--- src/iocu_pkg.sv ---
// Shared constants and carriers for the input-output channel unit.
// Assumes channel addresses are three octal digits carried as a 9-bit field.
package iocu_pkg;

    localparam int DW = 15;
    localparam int AW = 9;

    // Addresses equal channel numbers; octal values written in hex
    localparam logic [AW-1:0] CH_LACC = 9'h001;
    localparam logic [AW-1:0] CH_RET = 9'h002;
    localparam logic [AW-1:0] CH_KEY = 9'h00D;
    localparam logic [AW-1:0] CH_MARK = 9'h00E;
    localparam logic [AW-1:0] CH_IN30 = 9'h018;
    localparam logic [AW-1:0] CH_IN31 = 9'h019;
    localparam logic [AW-1:0] CH_IN32 = 9'h01A;
    localparam logic [AW-1:0] CH_IN33 = 9'h01B;
    localparam logic [AW-1:0] DRIVE_ADDR = 9'h02C;

    // Output channels 5, 6, 7, 10, 11, 12, 13, 14, 34, 35
    localparam int NUM_OUT = 10;
    localparam logic [AW-1:0] OUT_ADDR [NUM_OUT] = '{
        9'h005, 9'h006, 9'h007, 9'h008, 9'h009, 9'h00A, 9'h00B, 9'h00C, 9'h01C, 9'h01D};
    localparam logic [DW-1:0] OUT_MASK [NUM_OUT] = '{
        15'h7FFF, 15'h7FFF, 15'h7FFF, 15'h7FFF, 15'h7FFF, 15'h7FFF, 15'h7EFF, 15'h7FFF,
        15'h7FFF, 15'h7FFF};
    localparam logic [DW-1:0] OUT_RESET = 15'h0000;
    localparam int IDX_LINK = 6;
    localparam int IDX_DRIVE = 7;
    localparam int IDX_DL_A = 8;
    localparam int IDX_DL_B = 9;

    localparam logic [DW-1:0] KEY_MASK = 15'h001F;
    localparam logic [DW-1:0] MARK_MASK = 15'h007F;
    localparam logic [DW-1:0] RADAR_MASK = 15'h000F;

    // Bit positions (bit n of a channel sits at index n-1)
    localparam int B_RADAR_LO = 0;
    localparam int B_CROSS_SEL = 4;
    localparam int B_INLINK_OFF = 5;
    localparam int B_WORD_ORDER = 6;
    localparam int B_INCR_EN = 7;
    localparam int B_ALARM_TEST = 9;
    localparam int B_STANDBY_EN = 10;
    localparam int B_HAND_A = 11;
    localparam int B_HAND_B = 12;
    localparam int B_HAND_C = 13;
    localparam int B_TIMER6_EN = 14;
    localparam int B_DRIVE_EN = 10;

    localparam int NUM_INCR = 6;
    localparam int DL_BITS = 2 * DW;
    localparam int FIFO_DEPTH = 16;

    typedef struct packed {
        logic io_instr;
        logic chan_write_pulse;
        logic chan_read_pulse;
        logic write_timing;
        logic clear_timing;
        logic read_timing;
        logic [AW-1:0] addr;
        logic [DW-1:0] wdata;
    } iocu_bus_t;

    typedef struct packed {
        logic [4:0] key_code;
        logic [6:0] mark;
        logic [DW-1:0] in30;
        logic [DW-1:0] in31;
        logic [DW-1:0] in32;
        logic [DW-1:0] in33;
        logic uplink_inhibit;
        logic uplink_bit;
        logic crosslink_bit;
        logic [NUM_INCR-1:0] incr;
        logic bit_sync;
        logic downlink_start;
    } iocu_pins_t;

endpackage

--- src/io_channel_unit.sv ---
// Channel service, input and output channels, control channels and downlink.
// Assumes processor bus signals share clk; every pin input is asynchronous.
`timescale 1ns/1ns
`default_nettype none

module iocu_fifo #(
    parameter int W = 30,
    parameter int D = 16
) (
    input wire logic clk, // Clock
    input wire logic rst_n, // Async reset, low
    input wire logic in_valid, // Push request
    output logic in_ready, // Room for a word
    input wire logic [W-1:0] in_data, // Pushed word
    output logic out_valid, // Word available
    input wire logic out_ready, // Pop request
    output logic [W-1:0] out_data // Oldest word
);
    localparam int PW = $clog2(D);
    logic [W-1:0] mem [D];
    logic [PW-1:0] wp_r;
    logic [PW-1:0] rp_r;
    logic [PW:0] cnt_r;
    wire push = in_valid && in_ready;
    wire pop = out_valid && out_ready;

    assign in_ready = cnt_r != (PW+1)'(D);
    assign out_valid = cnt_r != '0;
    assign out_data = mem[rp_r];

    always_ff @(posedge clk) begin
        if (push) begin
            mem[wp_r] <= in_data;
        end
    end

    always_ff @(posedge clk or negedge rst_n) begin
        if (!rst_n) begin
            wp_r <= '0;
            rp_r <= '0;
            cnt_r <= '0;
        end else begin
            wp_r <= push ? wp_r + 1'b1 : wp_r;
            rp_r <= pop ? rp_r + 1'b1 : rp_r;
            cnt_r <= cnt_r + (PW+1)'(push) - (PW+1)'(pop);
        end
    end
endmodule

// Notes on behaviour
// channel address equals channel number
// six inputs, nine outputs, plus channel 7
// address is channel only for I/O instructions
// channels 01, 02 reach accumulator, return register
// input channels loaded from pins, never written
// every channel is 15 bits wide
// keyboard and mark inputs raise interrupts
// channels 30 and 33 never interrupt; 31 and 32 only through the hand controller interrupt
// channel 13 bits 1-4 drive radar, lander only
// bit 5 blocks uplink, enables crosslink
// external inhibit also blocks uplink
// bit 6 blocks all serial inlink
// bit 7 sets downlink word order
// bit 8 passes incremental inputs as requests
// bit 10 lights lamps, bit 11 permits standby
// top bit enables sixth timer interrupt
// bits 12-14 gate hand controller interrupt
// output channels are readable, writable registers
// channel 14 bit 11 drives counted pulse burst
// channel 34/35 load interrupts; start begins readout
// bit sync steps counter, decoded serial output
// pulses and timing form write, clear, read gates
// keyboard capture blocked until key release
// inactive bits read zero, writes ignored
module io_channel_unit
    import iocu_pkg::*;
#(
    parameter bit LANDER = 1'b1 // Lander build uses channel 13 radar bits
) (
    input wire logic clk, // 125 MHz clock
    input wire logic rst_n, // Async reset, low
    input wire iocu_pkg::iocu_bus_t bus, // Processor channel request
    input wire logic [iocu_pkg::DW-1:0] lacc_in, // Lower accumulator value
    input wire logic [iocu_pkg::DW-1:0] ret_in, // Return register value
    input wire logic drive_ack, // Counter processed one decrement
    input wire logic drive_zero, // Counter reached zero
    input wire iocu_pkg::iocu_pins_t pins, // Asynchronous discrete pins
    output logic [iocu_pkg::DW-1:0] rd_data_r, // Channel read data
    output logic rd_valid_r, // Read data strobe
    output logic mem_access_r, // Address passed on as memory
    output logic [iocu_pkg::AW-1:0] mem_addr_r, // Memory address
    output logic [1:0] proc_write_r, // Write to accumulator, return reg
    output logic [iocu_pkg::DW-1:0] proc_wdata_r, // Data for that write
    output logic key_interrupt_one_r, // Keyboard interrupt pulse
    output logic key_interrupt_two_r, // Second keyboard interrupt pulse
    output logic mark_interrupt_r, // Mark interrupt pulse
    output logic hand_controller_interrupt_r, // Hand controller pulse
    output logic downlink_interrupt_r, // Downlink loaded pulse
    output logic uplink_data_r, // Gated uplink bit
    output logic crosslink_data_r, // Gated crosslink bit
    output logic [iocu_pkg::NUM_INCR-1:0] incr_request_r, // Counter requests
    output logic drive_request_r, // Drive counter service request
    output logic [iocu_pkg::AW-1:0] drive_addr_r, // Drive counter address
    output logic drive_pulse_r, // Drive pulse out
    output logic [3:0] radar_ctrl_r, // Radar control outputs
    output logic alarm_test_lamps_r, // Restart and standby lamps
    output logic standby_enable_r, // Standby permitted
    output logic sixth_timer_enable_r, // Sixth timer interrupt enable
    output logic downlink_serial_r, // Serial downlink bit
    output logic downlink_active_r, // Read flip-flop
    output logic downlink_space_r // Downlink buffer can take a word
);
    import iocu_pkg::*;

    iocu_pins_t pins_m_r;
    iocu_pins_t pins_s_r;
    iocu_pins_t pins_p_r;
    logic [DW-1:0] out_q [NUM_OUT];
    logic [DW-1:0] rd_or [NUM_OUT+1];
    logic [DW-1:0] key_r;
    logic [DW-1:0] mark_r;
    logic key_armed_r;
    logic mark_armed_r;
    logic hand_prev_r;
    logic drive_clear;
    logic [DL_BITS-1:0] dl_word_r;
    logic [4:0] dl_cnt_r;
    logic fifo_in_ready;
    logic fifo_out_valid;
    logic [DL_BITS-1:0] fifo_out_data;

    // Pins pass two flops; the third copy only serves edge detection
    always_ff @(posedge clk or negedge rst_n) begin
        if (!rst_n) begin
            pins_m_r <= '0;
            pins_s_r <= '0;
            pins_p_r <= '0;
        end else begin
            pins_m_r <= pins;
            pins_s_r <= pins_m_r;
            pins_p_r <= pins_s_r;
        end
    end

    wire wr_gate = bus.io_instr && bus.chan_write_pulse && bus.write_timing;
    wire clr_gate = bus.io_instr && bus.chan_write_pulse && bus.clear_timing;
    wire rd_gate = bus.io_instr && bus.chan_read_pulse && bus.read_timing;
    wire mem_gate = !bus.io_instr && (bus.chan_read_pulse || bus.chan_write_pulse)
        && bus.read_timing;
    wire [DW-1:0] link = out_q[IDX_LINK];
    wire bitsync_e = pins_s_r.bit_sync && !pins_p_r.bit_sync;
    wire start_e = pins_s_r.downlink_start && !pins_p_r.downlink_start;
    wire [NUM_INCR-1:0] incr_e = pins_s_r.incr & ~pins_p_r.incr;
    wire dl_push = wr_gate && bus.addr == OUT_ADDR[IDX_DL_B];
    wire dl_pop = start_e && fifo_out_valid;
    wire hand_req = (link[B_HAND_A] && |pins_s_r.in31[5:0])
        || (link[B_HAND_B] && |pins_s_r.in31[DW-1:6])
        || (link[B_HAND_C] && |pins_s_r.in32);

    // Output channel registers; a hardware clear applies only to the drive bit
    genvar gi;
    generate
        for (gi = 0; gi < NUM_OUT; gi++) begin : g_out
            localparam logic [DW-1:0] MSK = (gi == IDX_LINK && !LANDER)
                ? (OUT_MASK[gi] & ~RADAR_MASK) : OUT_MASK[gi];
            wire hit = bus.addr == OUT_ADDR[gi];
            wire [DW-1:0] hw_clr = (gi == IDX_DRIVE && drive_clear)
                ? (DW)'(1) << B_DRIVE_EN : '0;
            always_ff @(posedge clk or negedge rst_n) begin
                if (!rst_n) begin
                    out_q[gi] <= OUT_RESET;
                end else if (wr_gate && hit) begin
                    out_q[gi] <= bus.wdata & MSK;
                end else if (clr_gate && hit) begin
                    out_q[gi] <= '0;
                end else begin
                    out_q[gi] <= out_q[gi] & ~hw_clr;
                end
            end
            assign rd_or[gi+1] = rd_or[gi] | (hit ? out_q[gi] : '0);
        end
    endgenerate

    // Channel data is ORed onto the read lines, so an unmapped address reads zero
    wire [DW-1:0] rd_in =
        (bus.addr == CH_LACC ? lacc_in : '0)
        | (bus.addr == CH_RET ? ret_in : '0)
        | (bus.addr == CH_KEY ? key_r : '0)
        | (bus.addr == CH_MARK ? mark_r : '0)
        | (bus.addr == CH_IN30 ? pins_s_r.in30 : '0)
        | (bus.addr == CH_IN31 ? pins_s_r.in31 : '0)
        | (bus.addr == CH_IN32 ? pins_s_r.in32 : '0)
        | (bus.addr == CH_IN33 ? pins_s_r.in33 : '0);
    assign rd_or[0] = rd_in;

    always_ff @(posedge clk or negedge rst_n) begin
        if (!rst_n) begin
            rd_data_r <= '0;
            rd_valid_r <= 1'b0;
            mem_access_r <= 1'b0;
            mem_addr_r <= '0;
            proc_write_r <= 2'b00;
            proc_wdata_r <= '0;
        end else begin
            rd_data_r <= rd_gate ? rd_or[NUM_OUT] : rd_data_r;
            rd_valid_r <= rd_gate;
            mem_access_r <= mem_gate;
            mem_addr_r <= mem_gate ? bus.addr : mem_addr_r;
            proc_write_r <= {wr_gate && bus.addr == CH_RET,
                wr_gate && bus.addr == CH_LACC};
            proc_wdata_r <= wr_gate ? bus.wdata : proc_wdata_r;
        end
    end

    // Keyboard and mark channels: capture once, re-arm on release
    always_ff @(posedge clk or negedge rst_n) begin
        if (!rst_n) begin
            key_r <= '0;
            mark_r <= '0;
            key_armed_r <= 1'b1;
            mark_armed_r <= 1'b1;
            key_interrupt_one_r <= 1'b0;
            key_interrupt_two_r <= 1'b0;
            mark_interrupt_r <= 1'b0;
        end else begin
            key_interrupt_one_r <= key_armed_r && |pins_s_r.key_code;
            key_interrupt_two_r <= mark_armed_r && |pins_s_r.mark[2:0];
            mark_interrupt_r <= mark_armed_r && !(|pins_s_r.mark[2:0])
                && |pins_s_r.mark[6:3];
            if (key_armed_r && |pins_s_r.key_code) begin
                key_r <= DW'(pins_s_r.key_code) & KEY_MASK;
                key_armed_r <= 1'b0;
            end else if (!key_armed_r && pins_s_r.key_code == '0) begin
                key_r <= '0;
                key_armed_r <= 1'b1;
            end
            if (mark_armed_r && |pins_s_r.mark) begin
                mark_r <= DW'(pins_s_r.mark) & MARK_MASK;
                mark_armed_r <= 1'b0;
            end else if (!mark_armed_r && pins_s_r.mark == '0) begin
                mark_r <= '0;
                mark_armed_r <= 1'b1;
            end
        end
    end

    // Control channel effects and drive burst handshake
    assign drive_clear = drive_ack && drive_zero;
    always_ff @(posedge clk or negedge rst_n) begin
        if (!rst_n) begin
            hand_prev_r <= 1'b0;
            hand_controller_interrupt_r <= 1'b0;
            uplink_data_r <= 1'b0;
            crosslink_data_r <= 1'b0;
            incr_request_r <= '0;
            drive_request_r <= 1'b0;
            drive_addr_r <= '0;
            drive_pulse_r <= 1'b0;
            radar_ctrl_r <= '0;
            alarm_test_lamps_r <= 1'b0;
            standby_enable_r <= 1'b0;
            sixth_timer_enable_r <= 1'b0;
        end else begin
            hand_prev_r <= hand_req;
            hand_controller_interrupt_r <= hand_req && !hand_prev_r;
            uplink_data_r <= pins_s_r.uplink_bit && !link[B_CROSS_SEL]
                && !pins_s_r.uplink_inhibit && !link[B_INLINK_OFF];
            crosslink_data_r <= pins_s_r.crosslink_bit && link[B_CROSS_SEL]
                && !link[B_INLINK_OFF];
            incr_request_r <= link[B_INCR_EN] ? incr_e : '0;
            drive_request_r <= out_q[IDX_DRIVE][B_DRIVE_EN] && !drive_ack;
            drive_addr_r <= DRIVE_ADDR;
            drive_pulse_r <= drive_ack && !drive_zero;
            radar_ctrl_r <= link[3:0];
            alarm_test_lamps_r <= link[B_ALARM_TEST];
            standby_enable_r <= link[B_STANDBY_EN];
            sixth_timer_enable_r <= link[B_TIMER6_EN];
        end
    end

    // Each load of channel 35 queues the pair unless the buffer is full; a full buffer shows on downlink_space_r
    iocu_fifo #(.W(DL_BITS), .D(FIFO_DEPTH)) u_dl_fifo (
        .clk(clk),
        .rst_n(rst_n),
        .in_valid(dl_push),
        .in_ready(fifo_in_ready),
        .in_data({out_q[IDX_DL_A], bus.wdata & OUT_MASK[IDX_DL_B]}),
        .out_valid(fifo_out_valid),
        .out_ready(start_e),
        .out_data(fifo_out_data)
    );

    wire [DL_BITS-1:0] dl_ordered = link[B_WORD_ORDER]
        ? {fifo_out_data[DW-1:0], fifo_out_data[DL_BITS-1:DW]}
        : fifo_out_data;

    always_ff @(posedge clk or negedge rst_n) begin
        if (!rst_n) begin
            downlink_interrupt_r <= 1'b0;
            downlink_space_r <= 1'b0;
            dl_word_r <= '0;
            dl_cnt_r <= '0;
            downlink_active_r <= 1'b0;
            downlink_serial_r <= 1'b0;
        end else begin
            downlink_interrupt_r <= dl_push && fifo_in_ready;
            downlink_space_r <= fifo_in_ready;
            if (dl_pop) begin
                dl_word_r <= dl_ordered;
                dl_cnt_r <= '0;
                downlink_active_r <= 1'b1;
            end else if (bitsync_e && downlink_active_r) begin
                downlink_serial_r <= dl_word_r[5'(DL_BITS - 1) - dl_cnt_r];
                dl_cnt_r <= dl_cnt_r + 5'h01;
                downlink_active_r <= dl_cnt_r != 5'(DL_BITS - 1);
            end
        end
    end
endmodule

`default_nettype wire

--- config.mk ---
export PLATFORM = sky130hd
export DESIGN_NAME = io_channel_unit
export DESIGN_NICKNAME = d
export VERILOG_FILES = /design/src/iocu_pkg.sv /design/src/io_channel_unit.sv
export SDC_FILE = /design/constraint.sdc
export NUM_CORES = 1
export LEC_CHECK = 0
export CAP_MARGIN = 20
export CELL_PAD_IN_SITES_DETAIL_PLACEMENT = 0
export CELL_PAD_IN_SITES_GLOBAL_PLACEMENT = 1
export CORE_ASPECT_RATIO = 1.5
export CORE_MARGIN = 10
export CORE_UTILIZATION = 48
export DETAILED_ROUTE_END_ITERATION = 8
export DONT_BUFFER_PORTS = 1
export PLACE_DENSITY = 0.77
export SYNTH_ARGS = -nofsm -noshare
export SYNTH_HDL_FRONTEND = slang
export SYNTH_SLANG_ARGS = --single-unit
--- constraint.sdc ---
create_clock -name clk -period 3.76 [get_ports clk]
set_input_delay 0.564 -clock clk [delete_from_list [all_inputs] [get_ports clk]]
set_output_delay 0.564 -clock clk [all_outputs]
set_load 0.02 [all_outputs]
==> results of run 1 <==
[worst register-to-register path: cells and delay by family, from the launching register on]
family	cells	cell delay (ns)
simple gates	4	0.71
compound gates	1	0.06
fa+ha+maj	4	1.05
xor+xnor	1	0.11
flops	1	0.38
buf+inv	5	0.38
[power by group through the flow]
stage          registers, µW  clock network [µW]  logic, µW
3_3_place_gp           12200                   0       3620
3_5_place_dp           12300                   0       3680
4_1_cts                12100                8860       3830
5_1_grt                12100                9280       4080
2_1_floorplan          11700                   0       3030
6_report               12000                8710       3770
[cells by family (layout without fill, tap and decap cells)]
| family | Yosys count | in the layout | share of synthesized area |
|---|---|---|---|
| compound gates | 436 | 436 | 0.08336 |
| xor+xnor | 17 | 17 | 0.004306 |
| fa+ha+maj | 18 | 18 | 0.006407 |
| buf+inv | 178 | 358 | 0.02115 |
| flops | 935 | 935 | 0.7104 |
| mux | 214 | 214 | 0.1032 |
| other cells | 2 | 7 | 0.0002068 |
| simple gates | 556 | 556 | 0.07103 |
[final timing paths]
| check | slack (ns) | cells after the start | end |
|---|---|---|---|
| setup / recovery | 0.94 | 15 | u_dl_fifo.cnt_r[4] |
| hold / removal | -0.30 | 0 | pins_m_r[58] |
| setup reg to reg | 0.94 | 15 | u_dl_fifo.cnt_r[4] |
| hold reg to reg | 0.34 | 0 | pins_s_r[81] |
| max in group asynchronous | 1.91 | 0 | u_dl_fifo.rp_r[1] |
| min in group clk | 0.03 | 2 | mem_addr_r[4] |
[synth_stat cells (38+ instances only)]
| cell | instances |
|---|---|
| dfrtp_1 | 453 |
| mux2_2 | 43 |
| o21ai_0 | 136 |
| mux2i_1 | 47 |
| nor2_1 | 115 |
| mux4_2 | 124 |
| clkbuf_1 | 96 |
| a211oi_1 | 71 |
| edfxtp_1 | 480 |
| buf_2 | 38 |
| nor3_1 | 44 |
| nand2_1 | 273 |
[routing by layer]
| metal | global-route usage | wire length (µm) | vias up |
|---|---|---|---|
| li1 | - | - | 9148 |
| met1 | 0.2839 | 38470 | 11047 |
| met2 | 0.4195 | 54710 | 801 |
| met3 | 0.04636 | 6275 | 272 |
| met4 | 0.1521 | 7246 | 4 |
| met5 | 0 | 31 | - |
[per-stage QoR]
stage / power, µW / util / hold slack [ns] / area, µm²
finish: 24510 / 0.5531 / -0.2978 / 41540
global route: 25480 / 0.5531 / -0.3250 / 41540
CTS: 24750 / 0.5531 / -0.3372 / 41540
detailed placement: 15940 / 0.5019 / 0.3347 / 37690
global placement: 15870 / 0.5019 / 0.3322 / 37690
floorplan: 14770 / - / 0.2684 / 36360
[final cells by class]
| type | count | area share |
|---|---|---|
| Inverter | 21 | 0.001898 |
| Clock inverter | 45 | 0.01003 |
| Sequential cell | 935 | 0.6215 |
| Timing Repair Buffer | 180 | 0.04067 |
| Tap cell | 1000 | 0.03012 |
| Clock buffer | 112 | 0.05714 |
| Multi-Input combinational cell | 1248 | 0.2386 |
[sequential cells by signal (all words and copies together) (netlist names), 2 cells and up]
name / cells
dl_cnt_r: 5
dl_word_r: 30
incr_request_r: 6
key_r: 5
link: 14
mark_r: 7
mem_addr_r: 9
out_q: 135
pins_m_r: 83
pins_p_r: 8
pins_s_r: 83
proc_wdata_r: 15
proc_write_r: 2
radar_ctrl_r: 4
rd_data_r: 15
u_dl_fifo.cnt_r: 5
u_dl_fifo.mem: 480
u_dl_fifo.rp_r: 4
u_dl_fifo.wp_r: 4
[placed cells by master (no fill, tap or decap), types with 16 or more instances in the layout]
cell           instances
a211o_1               30
a211oi_1              71
a22o_1                16
a22oi_1               37
a32oi_1               16
buf_4                 69
clkbuf_16             88
clkinv_2              17
dfrtp_1              449
dlygate4sd3_1        105
edfxtp_1             480
ha_1                  17
inv_1                 18
mux2_2                43
mux2i_1               47
mux4_2               124
nand2_1              273
nand3_1               20
nor2_1               103
nor2b_1               24
nor3_1                40
o21ai_0              136
o21ai_1               16
o2bb2ai_1             34
[timing repair]
item | in CTS | in global routing
hold endpoints to repair | 766 | 453
resized for setup | 0 | 0
setup endpoints to repair | 0 | 0
==> summary.txt, run 1 <==
Clock network
  – Clock Latency Late Sink: around 0.66 ns
  – Total CTS buffers: 85
  – Clock Path Buffers: 3
  – Clock transition at the registers of the reported paths: 0.06 ns
  – H-tree Lvls: 3
  – Clock sink count: 935
  – CTS tree: yes
  – CTS Root Cell: clkbuf_16
  – Hold Buf Count CTS: 105
  – Post-CTS Setup Inserts: 0

Synthesis
  – Asr flop ratio synth: 0.4866
  – Synth cell types: about 80
  – Synth Register Bits: 935
  – Syn_area_per_cell: 15.42 µm²
  – Syn Inst Count: around 2,400
  – Post-Syn Area: between 30,000 and 40,000 µm²
  – Post-synth EDFFs: between 400 and 500
  – Seq/Total Area, Yosys: 0.7104
  – Yosys top cell area share: 0.3968
  – Cell taking the most area after synthesis: edfxtp_1
  – Area contributors post-synth: edfxtp_1 40%, dfrtp_1 31%, mux4_2 7.7%, nand2_1 2.8%, o21ai_0 1.9%
  – Post-synth top flop: edfxtp_1
  – Synth warn: 0

Power and ir drop
  – Sw frac: 0.2668
  – VDD IR max: 0.6082 mV
  – Register share of total power: 0.491
  – Gate power share: 0.154
  – Static Leak: 0.01596 µW
  – P per Cell Area: slightly below 600 nW/µm²
  – NetSw: approximately 6500 µW
  – Clock network power share: 0.355
  – Cell Int Power: approximately 18,000 µW

Worst hold path
  – HP Class: input port to async pin

Cells and area
  – Synthesis-to-finish area growth: 14.35%
  – Count of non-filler cells in the finished layout: between 3,000 and 4,000
  – Area occupied by multi-input gates: roughly 9900 µm²
  – Layout cell share with drive strength beyond 1: 0.1657
  – Fillers: just under 6,000
  – Sequential cell area: 25,810 µm²
  – Nets: around 2,600
  – Diodes inserted: 0

Detailed routing
  – Antenna viol nets, final: 0
  – Final WL: about 110,000 µm
  – 1st-pass router iterations: 6
  – Routed vias/inst: ~6
  – Via count: around 21,000
  – Post-route DRC: 0
  – Initial DRC Count: a little over 2,000
  – WL/cell: around 30 µm

GRT
  – GRT overflow: 0
  – First-pass GRT wire length: around 160,000 µm
  – Total track usage: 0.2460
  – Vias in the first global route: roughly 22,000
  – Initial antenna violation count: 3
  – Largest net degree at the start of global routing: ~460

Outcome
  – Failing checks: hold timing, slew limit
  – Run status: finished with violations

Setup path
  – Most used cell, CP: inv_1
  – Critical path's slowest cell: or4b_1
  – Largest stage delay on the critical path: ~0.43 ns
  – CP Capture Type: register
  – Setup crit start: u_dl_fifo.cnt_r[2]
  – WP data arrival: approximately 3.4 ns
  – Crit start category: register
  – FF-to-FF Start: u_dl_fifo.cnt_r[2]
  – CP top delay family: adder cells
  – Crit path cell chain: inv_1 > ha_1 > or4b_1 > nand3b_1 > inv_2 > ha_1 > inv_1 > ha_1 > inv_1 > fa_1 > inv_1 > a21oi_1 > nor2_1 > nor2_1 > xnor2_1
  – Buf+Inv Stages, Crit Path: 5
  – CP required: approximately 4.3 ns
  – Max FO, Critical Path: 10
  – Critical path class: register to register

Flow run
  – Maxcap violations: 0

Timing
  – Final Setup Violations: 0
  – Hold Fails Final Rpt: ~200
  – Relative slew slack: -0.6118
  – RSZ-0062 raised after global routing: no
  – Worst Max-Slew Pin Slew: 2.418 ns
  – Setup TNS: 0 ns
  – Fin Hold WS: -0.2978 ns
  – F_max: around 350 MHz
  – Layout Skew: about 0.025 ns
  – Period minus WS final: around 2.8 ns
  – Slew Viols, Final: 331
  – Final WS setup: slightly above 0.9 ns
  – Crit share post-route: 0.7512

Placement
  – Gpl congestion: 0.9991
  – Inst Count DP: between 3,000 and 4,000
  – Number of port buffers: 0
  – Dpl ws: 0.6092 ns
  – HPWL Detailed: around 72,000 µm

Floorplanning
  – Die X: 244.6 µm
  – FP Rows: 123
  – Die height: approximately 360 µm
  – Core area: 75,100 µm²
  – Initial core utilization: 0.4836
  – Num ports: 224
  – Die area: ~87,000 µm²
Note: power is estimated with default switching activity, not from simulation.
==> run 2, diff against run 1 <==
==> constraint.sdc (replaced) <==
create_clock -name clk -period 2.4 [get_ports clk]
set_input_delay 0.36 -clock clk [delete_from_list [all_inputs] [get_ports clk]]
set_output_delay 0.36 -clock clk [all_outputs]
set_load 0.02 [all_outputs]
==> run 2 against run 1 <==
  * The run ends with hold timing, slew limit, setup timing left
  * Routed wire length up 2.5%
  * Flip-flop and latch count stayed put
  * Fmax grew 11%
  * Utilization is 2.2 points higher
  * Total power up 63%
  * Worst hold slack got worse by 0.28 ns
  * Combinational power increased by 97%
  * Final area increased by 4.0%
  * Sequential share of layout area shrank 2.4 points
  * Count of clock-buffer cells in the layout down 4
  * Clock power increased by 61%
  * Critical path type unchanged
  * Critical endpoint unchanged
  * Largest cell class unchanged
  * Largest power group unchanged
==> summary.txt, run 2 (synthesis gave the netlist of run 1 again) <==
Power and ir drop
  – Register share of total power: 0.464
  – P per Cell Area: ~920 nW/µm²
  – NetSw: 10,920 µW
  – Cell Int Power: around 29,000 µW
  – VDD IR max: around 0.72 mV
  – Gate power share: 0.186
  – Sw frac: 0.2733
  – Clock network power share: 0.350
  – Pwr Total: roughly 40,000 µW
  – Static Leak: 0.01676 µW

Placement
  – HPWL Detailed: ~73,000 µm
  – Total placed instance area: between 30,000 and 40,000 µm²
  – Gpl congestion: 0.9759
  – Dpl ws: -0.2851 ns
  – Number of port buffers: 0

Timing
  – F_max: 392.7 MHz
  – Fin Hold WS: -0.5762 ns
  – Layout Skew: 0.04089 ns
  – Relative slew slack: -0.1623
  – Final WS setup: -0.1462 ns
  – Hold Fails Final Rpt: 455
  – Crit share post-route: 1.061
  – Period minus WS final: ~2.5 ns
  – Final Setup Violations: 3
  – RSZ-0062 raised after global routing: yes
  – Worst Max-Slew Pin Slew: 1.743 ns
  – Slew Viols, Final: ~200
  – Setup TNS: -0.2933 ns

Floorplanning
  – Initial core utilization: 0.4836
  – Die X: roughly 240 µm
  – Core area: between 70,000 and 80,000 µm²
  – Num ports: about 220
  – Die height: between 300 and 400 µm
  – Die area: roughly 87,000 µm²
  – FP Rows: between 100 and 150

Clock network
  – Clock Latency Late Sink: about 0.7 ns
  – Total CTS buffers: between 80 and 90
  – CTS tree: yes
  – CTS Root Cell: clkbuf_16
  – Clock sink count: 935
  – H-tree Lvls: 3
  – Clock transition at the registers of the reported paths: 0.06 ns
  – Clock Path Buffers: 3
  – Hold Buf Count CTS: 110

Detailed routing
  – 1st-pass router iterations: 7
  – Routed vias/inst: a little over 6
  – Via count: 22,125
  – Initial DRC Count: ~2,000
  – Final WL: 109,400 µm
  – Post-route DRC: 0
  – Antenna viol nets, final: 0
  – WL/cell: between 20 and 30 µm

Setup path
  – Most used cell, CP: inv_2
  – WP data arrival: approximately 3.1 ns
  – Critical path class: register to register
  – CP required: between 2 and 3 ns
  – Max FO, Critical Path: 2
  – FF-to-FF path depth: 15
  – Crit path cell chain: inv_2 > ha_4 > or4b_4 > nand3b_1 > inv_2 > ha_4 > inv_2 > ha_4 > inv_2 > fa_2 > inv_2 > a21oi_2 > nor2_1 > nor2_1 > xnor2_1
  – CP Capture Type: register
  – Critical path's slowest cell: or4b_4
  – Crit start category: register
  – Largest stage delay on the critical path: between 0.4 and 0.5 ns

Flow run
  – Maxcap violations: 0

Cells and area
  – Largest register FFs: 480
  – Reg with most FFs: u_dl_fifo.mem
  – Biggest regs: u_dl_fifo.mem x480, out_q x135
  – Post-route cell area: ~43,000 µm²
  – Nets: roughly 2,800
  – Layout cell share with drive strength beyond 1: 0.2074
  – Commonest non-fill, non-tap cell in the layout: edfxtp_1
  – Commonest non-fill, non-tap cells in the layout: 480 x edfxtp_1, 449 x dfrtp_1, 268 x nand2_1
  – Synthesis-to-finish area growth: 18.88%
  – Core Util, Final: 0.5750

Outcome
  – Failing checks: hold timing, slew limit, setup timing
  – Run status: finished with violations

GRT
  – Total track usage: 0.2489
  – First-pass GRT wire length: between 150,000 and 200,000 µm
  – Initial antenna violation count: 6
  – Vias in the first global route: 23,213
  – GRT overflow: 0
  – Largest net degree at the start of global routing: approximately 460

Worst hold path
  – HP Class: input port to async pin
[run 2: changes by cell type in the layout (fill, tap and decap cells not counted), sizes merged]
cell / delta
dlygate4sd3: +5
buf: +111
bufinv: +2
inv: +3
clkbuf: -1
clkinvlp: -6
diode: +4
clkinv: +6
[run 2: path summary, 6_finish.rpt]
check,from,end,slack (ns)
max in group asynchronous,rst_n,link[6],1.60
worst min register to register,pins_m_r[62],pins_s_r[62],0.32
worst max-delay path,u_dl_fifo.cnt_r[3],u_dl_fifo.cnt_r[4],-0.15
min in group clk,bus[6],proc_wdata_r[6],0.06
worst max register to register,u_dl_fifo.cnt_r[3],u_dl_fifo.cnt_r[4],-0.15
worst min-delay path,rst_n,downlink_interrupt_r,-0.58
[run 2: repair_timing]
item | 4_1_cts | 5_1_grt
endpoints found under the setup margin | 3 | 34
gates cloned | 2 | 3
endpoints found under the hold margin | 790 | 455
resized for setup | 21 | 10
pin swaps | 6 | 7
buffers inserted | 10 | 6
[run 2: critical path: cells and delay by family, from the launching register on]
kind	cells	cell delay, ns
DFF	1	0.39
and+or+nand+nor	4	0.73
AOI/OAI and AO/OA	1	0.05
adders and majority gates	4	0.83
buffers and inverters	5	0.33
xor gates and xnor gates	1	0.11
[run 2: metrics by stage]
stage          cells  hold slack [ns]
2_1_floorplan   2361          0.06441
3_3_place_gp    3376           0.1304
3_5_place_dp    3376           0.1318
4_1_cts         3654          -0.5920
5_1_grt         3665          -0.6155
6_report        3665          -0.5762
[run 2: layout make-up]
class                   instances  area, µm²
well taps                    1000       1251
fillers                      5858      31920
flip-flops and latches        935      25810
inverters                      21      78.83
clock buffers                 108       2316
clock inverters                50      556.8
multi-input cells            1248      10090
repair buffers                299       3065
diodes                          4      10.01
[run 2: metal layers]
metal	global-route usage	up-vias	part of all wire
li1	-	9392	-
met1	0.2773	11450	0.35
met2	0.4337	994	0.52
met3	0.05479	287	0.071
met4	0.1454	2	0.060
met5	0	-	0.00010
[run 2: power groups by stage]
| stage | registers [µW] | clock network [µW] | logic [µW] |
|---|---|---|---|
| after floorplan | 18400 | 0 | 4760 |
| after global placement | 18800 | 0 | 6810 |
| after detailed placement | 18800 | 0 | 6950 |
| after CTS | 18500 | 14200 | 7330 |
| after global routing | 18600 | 14900 | 7930 |
| final | 18500 | 14000 | 7420 |
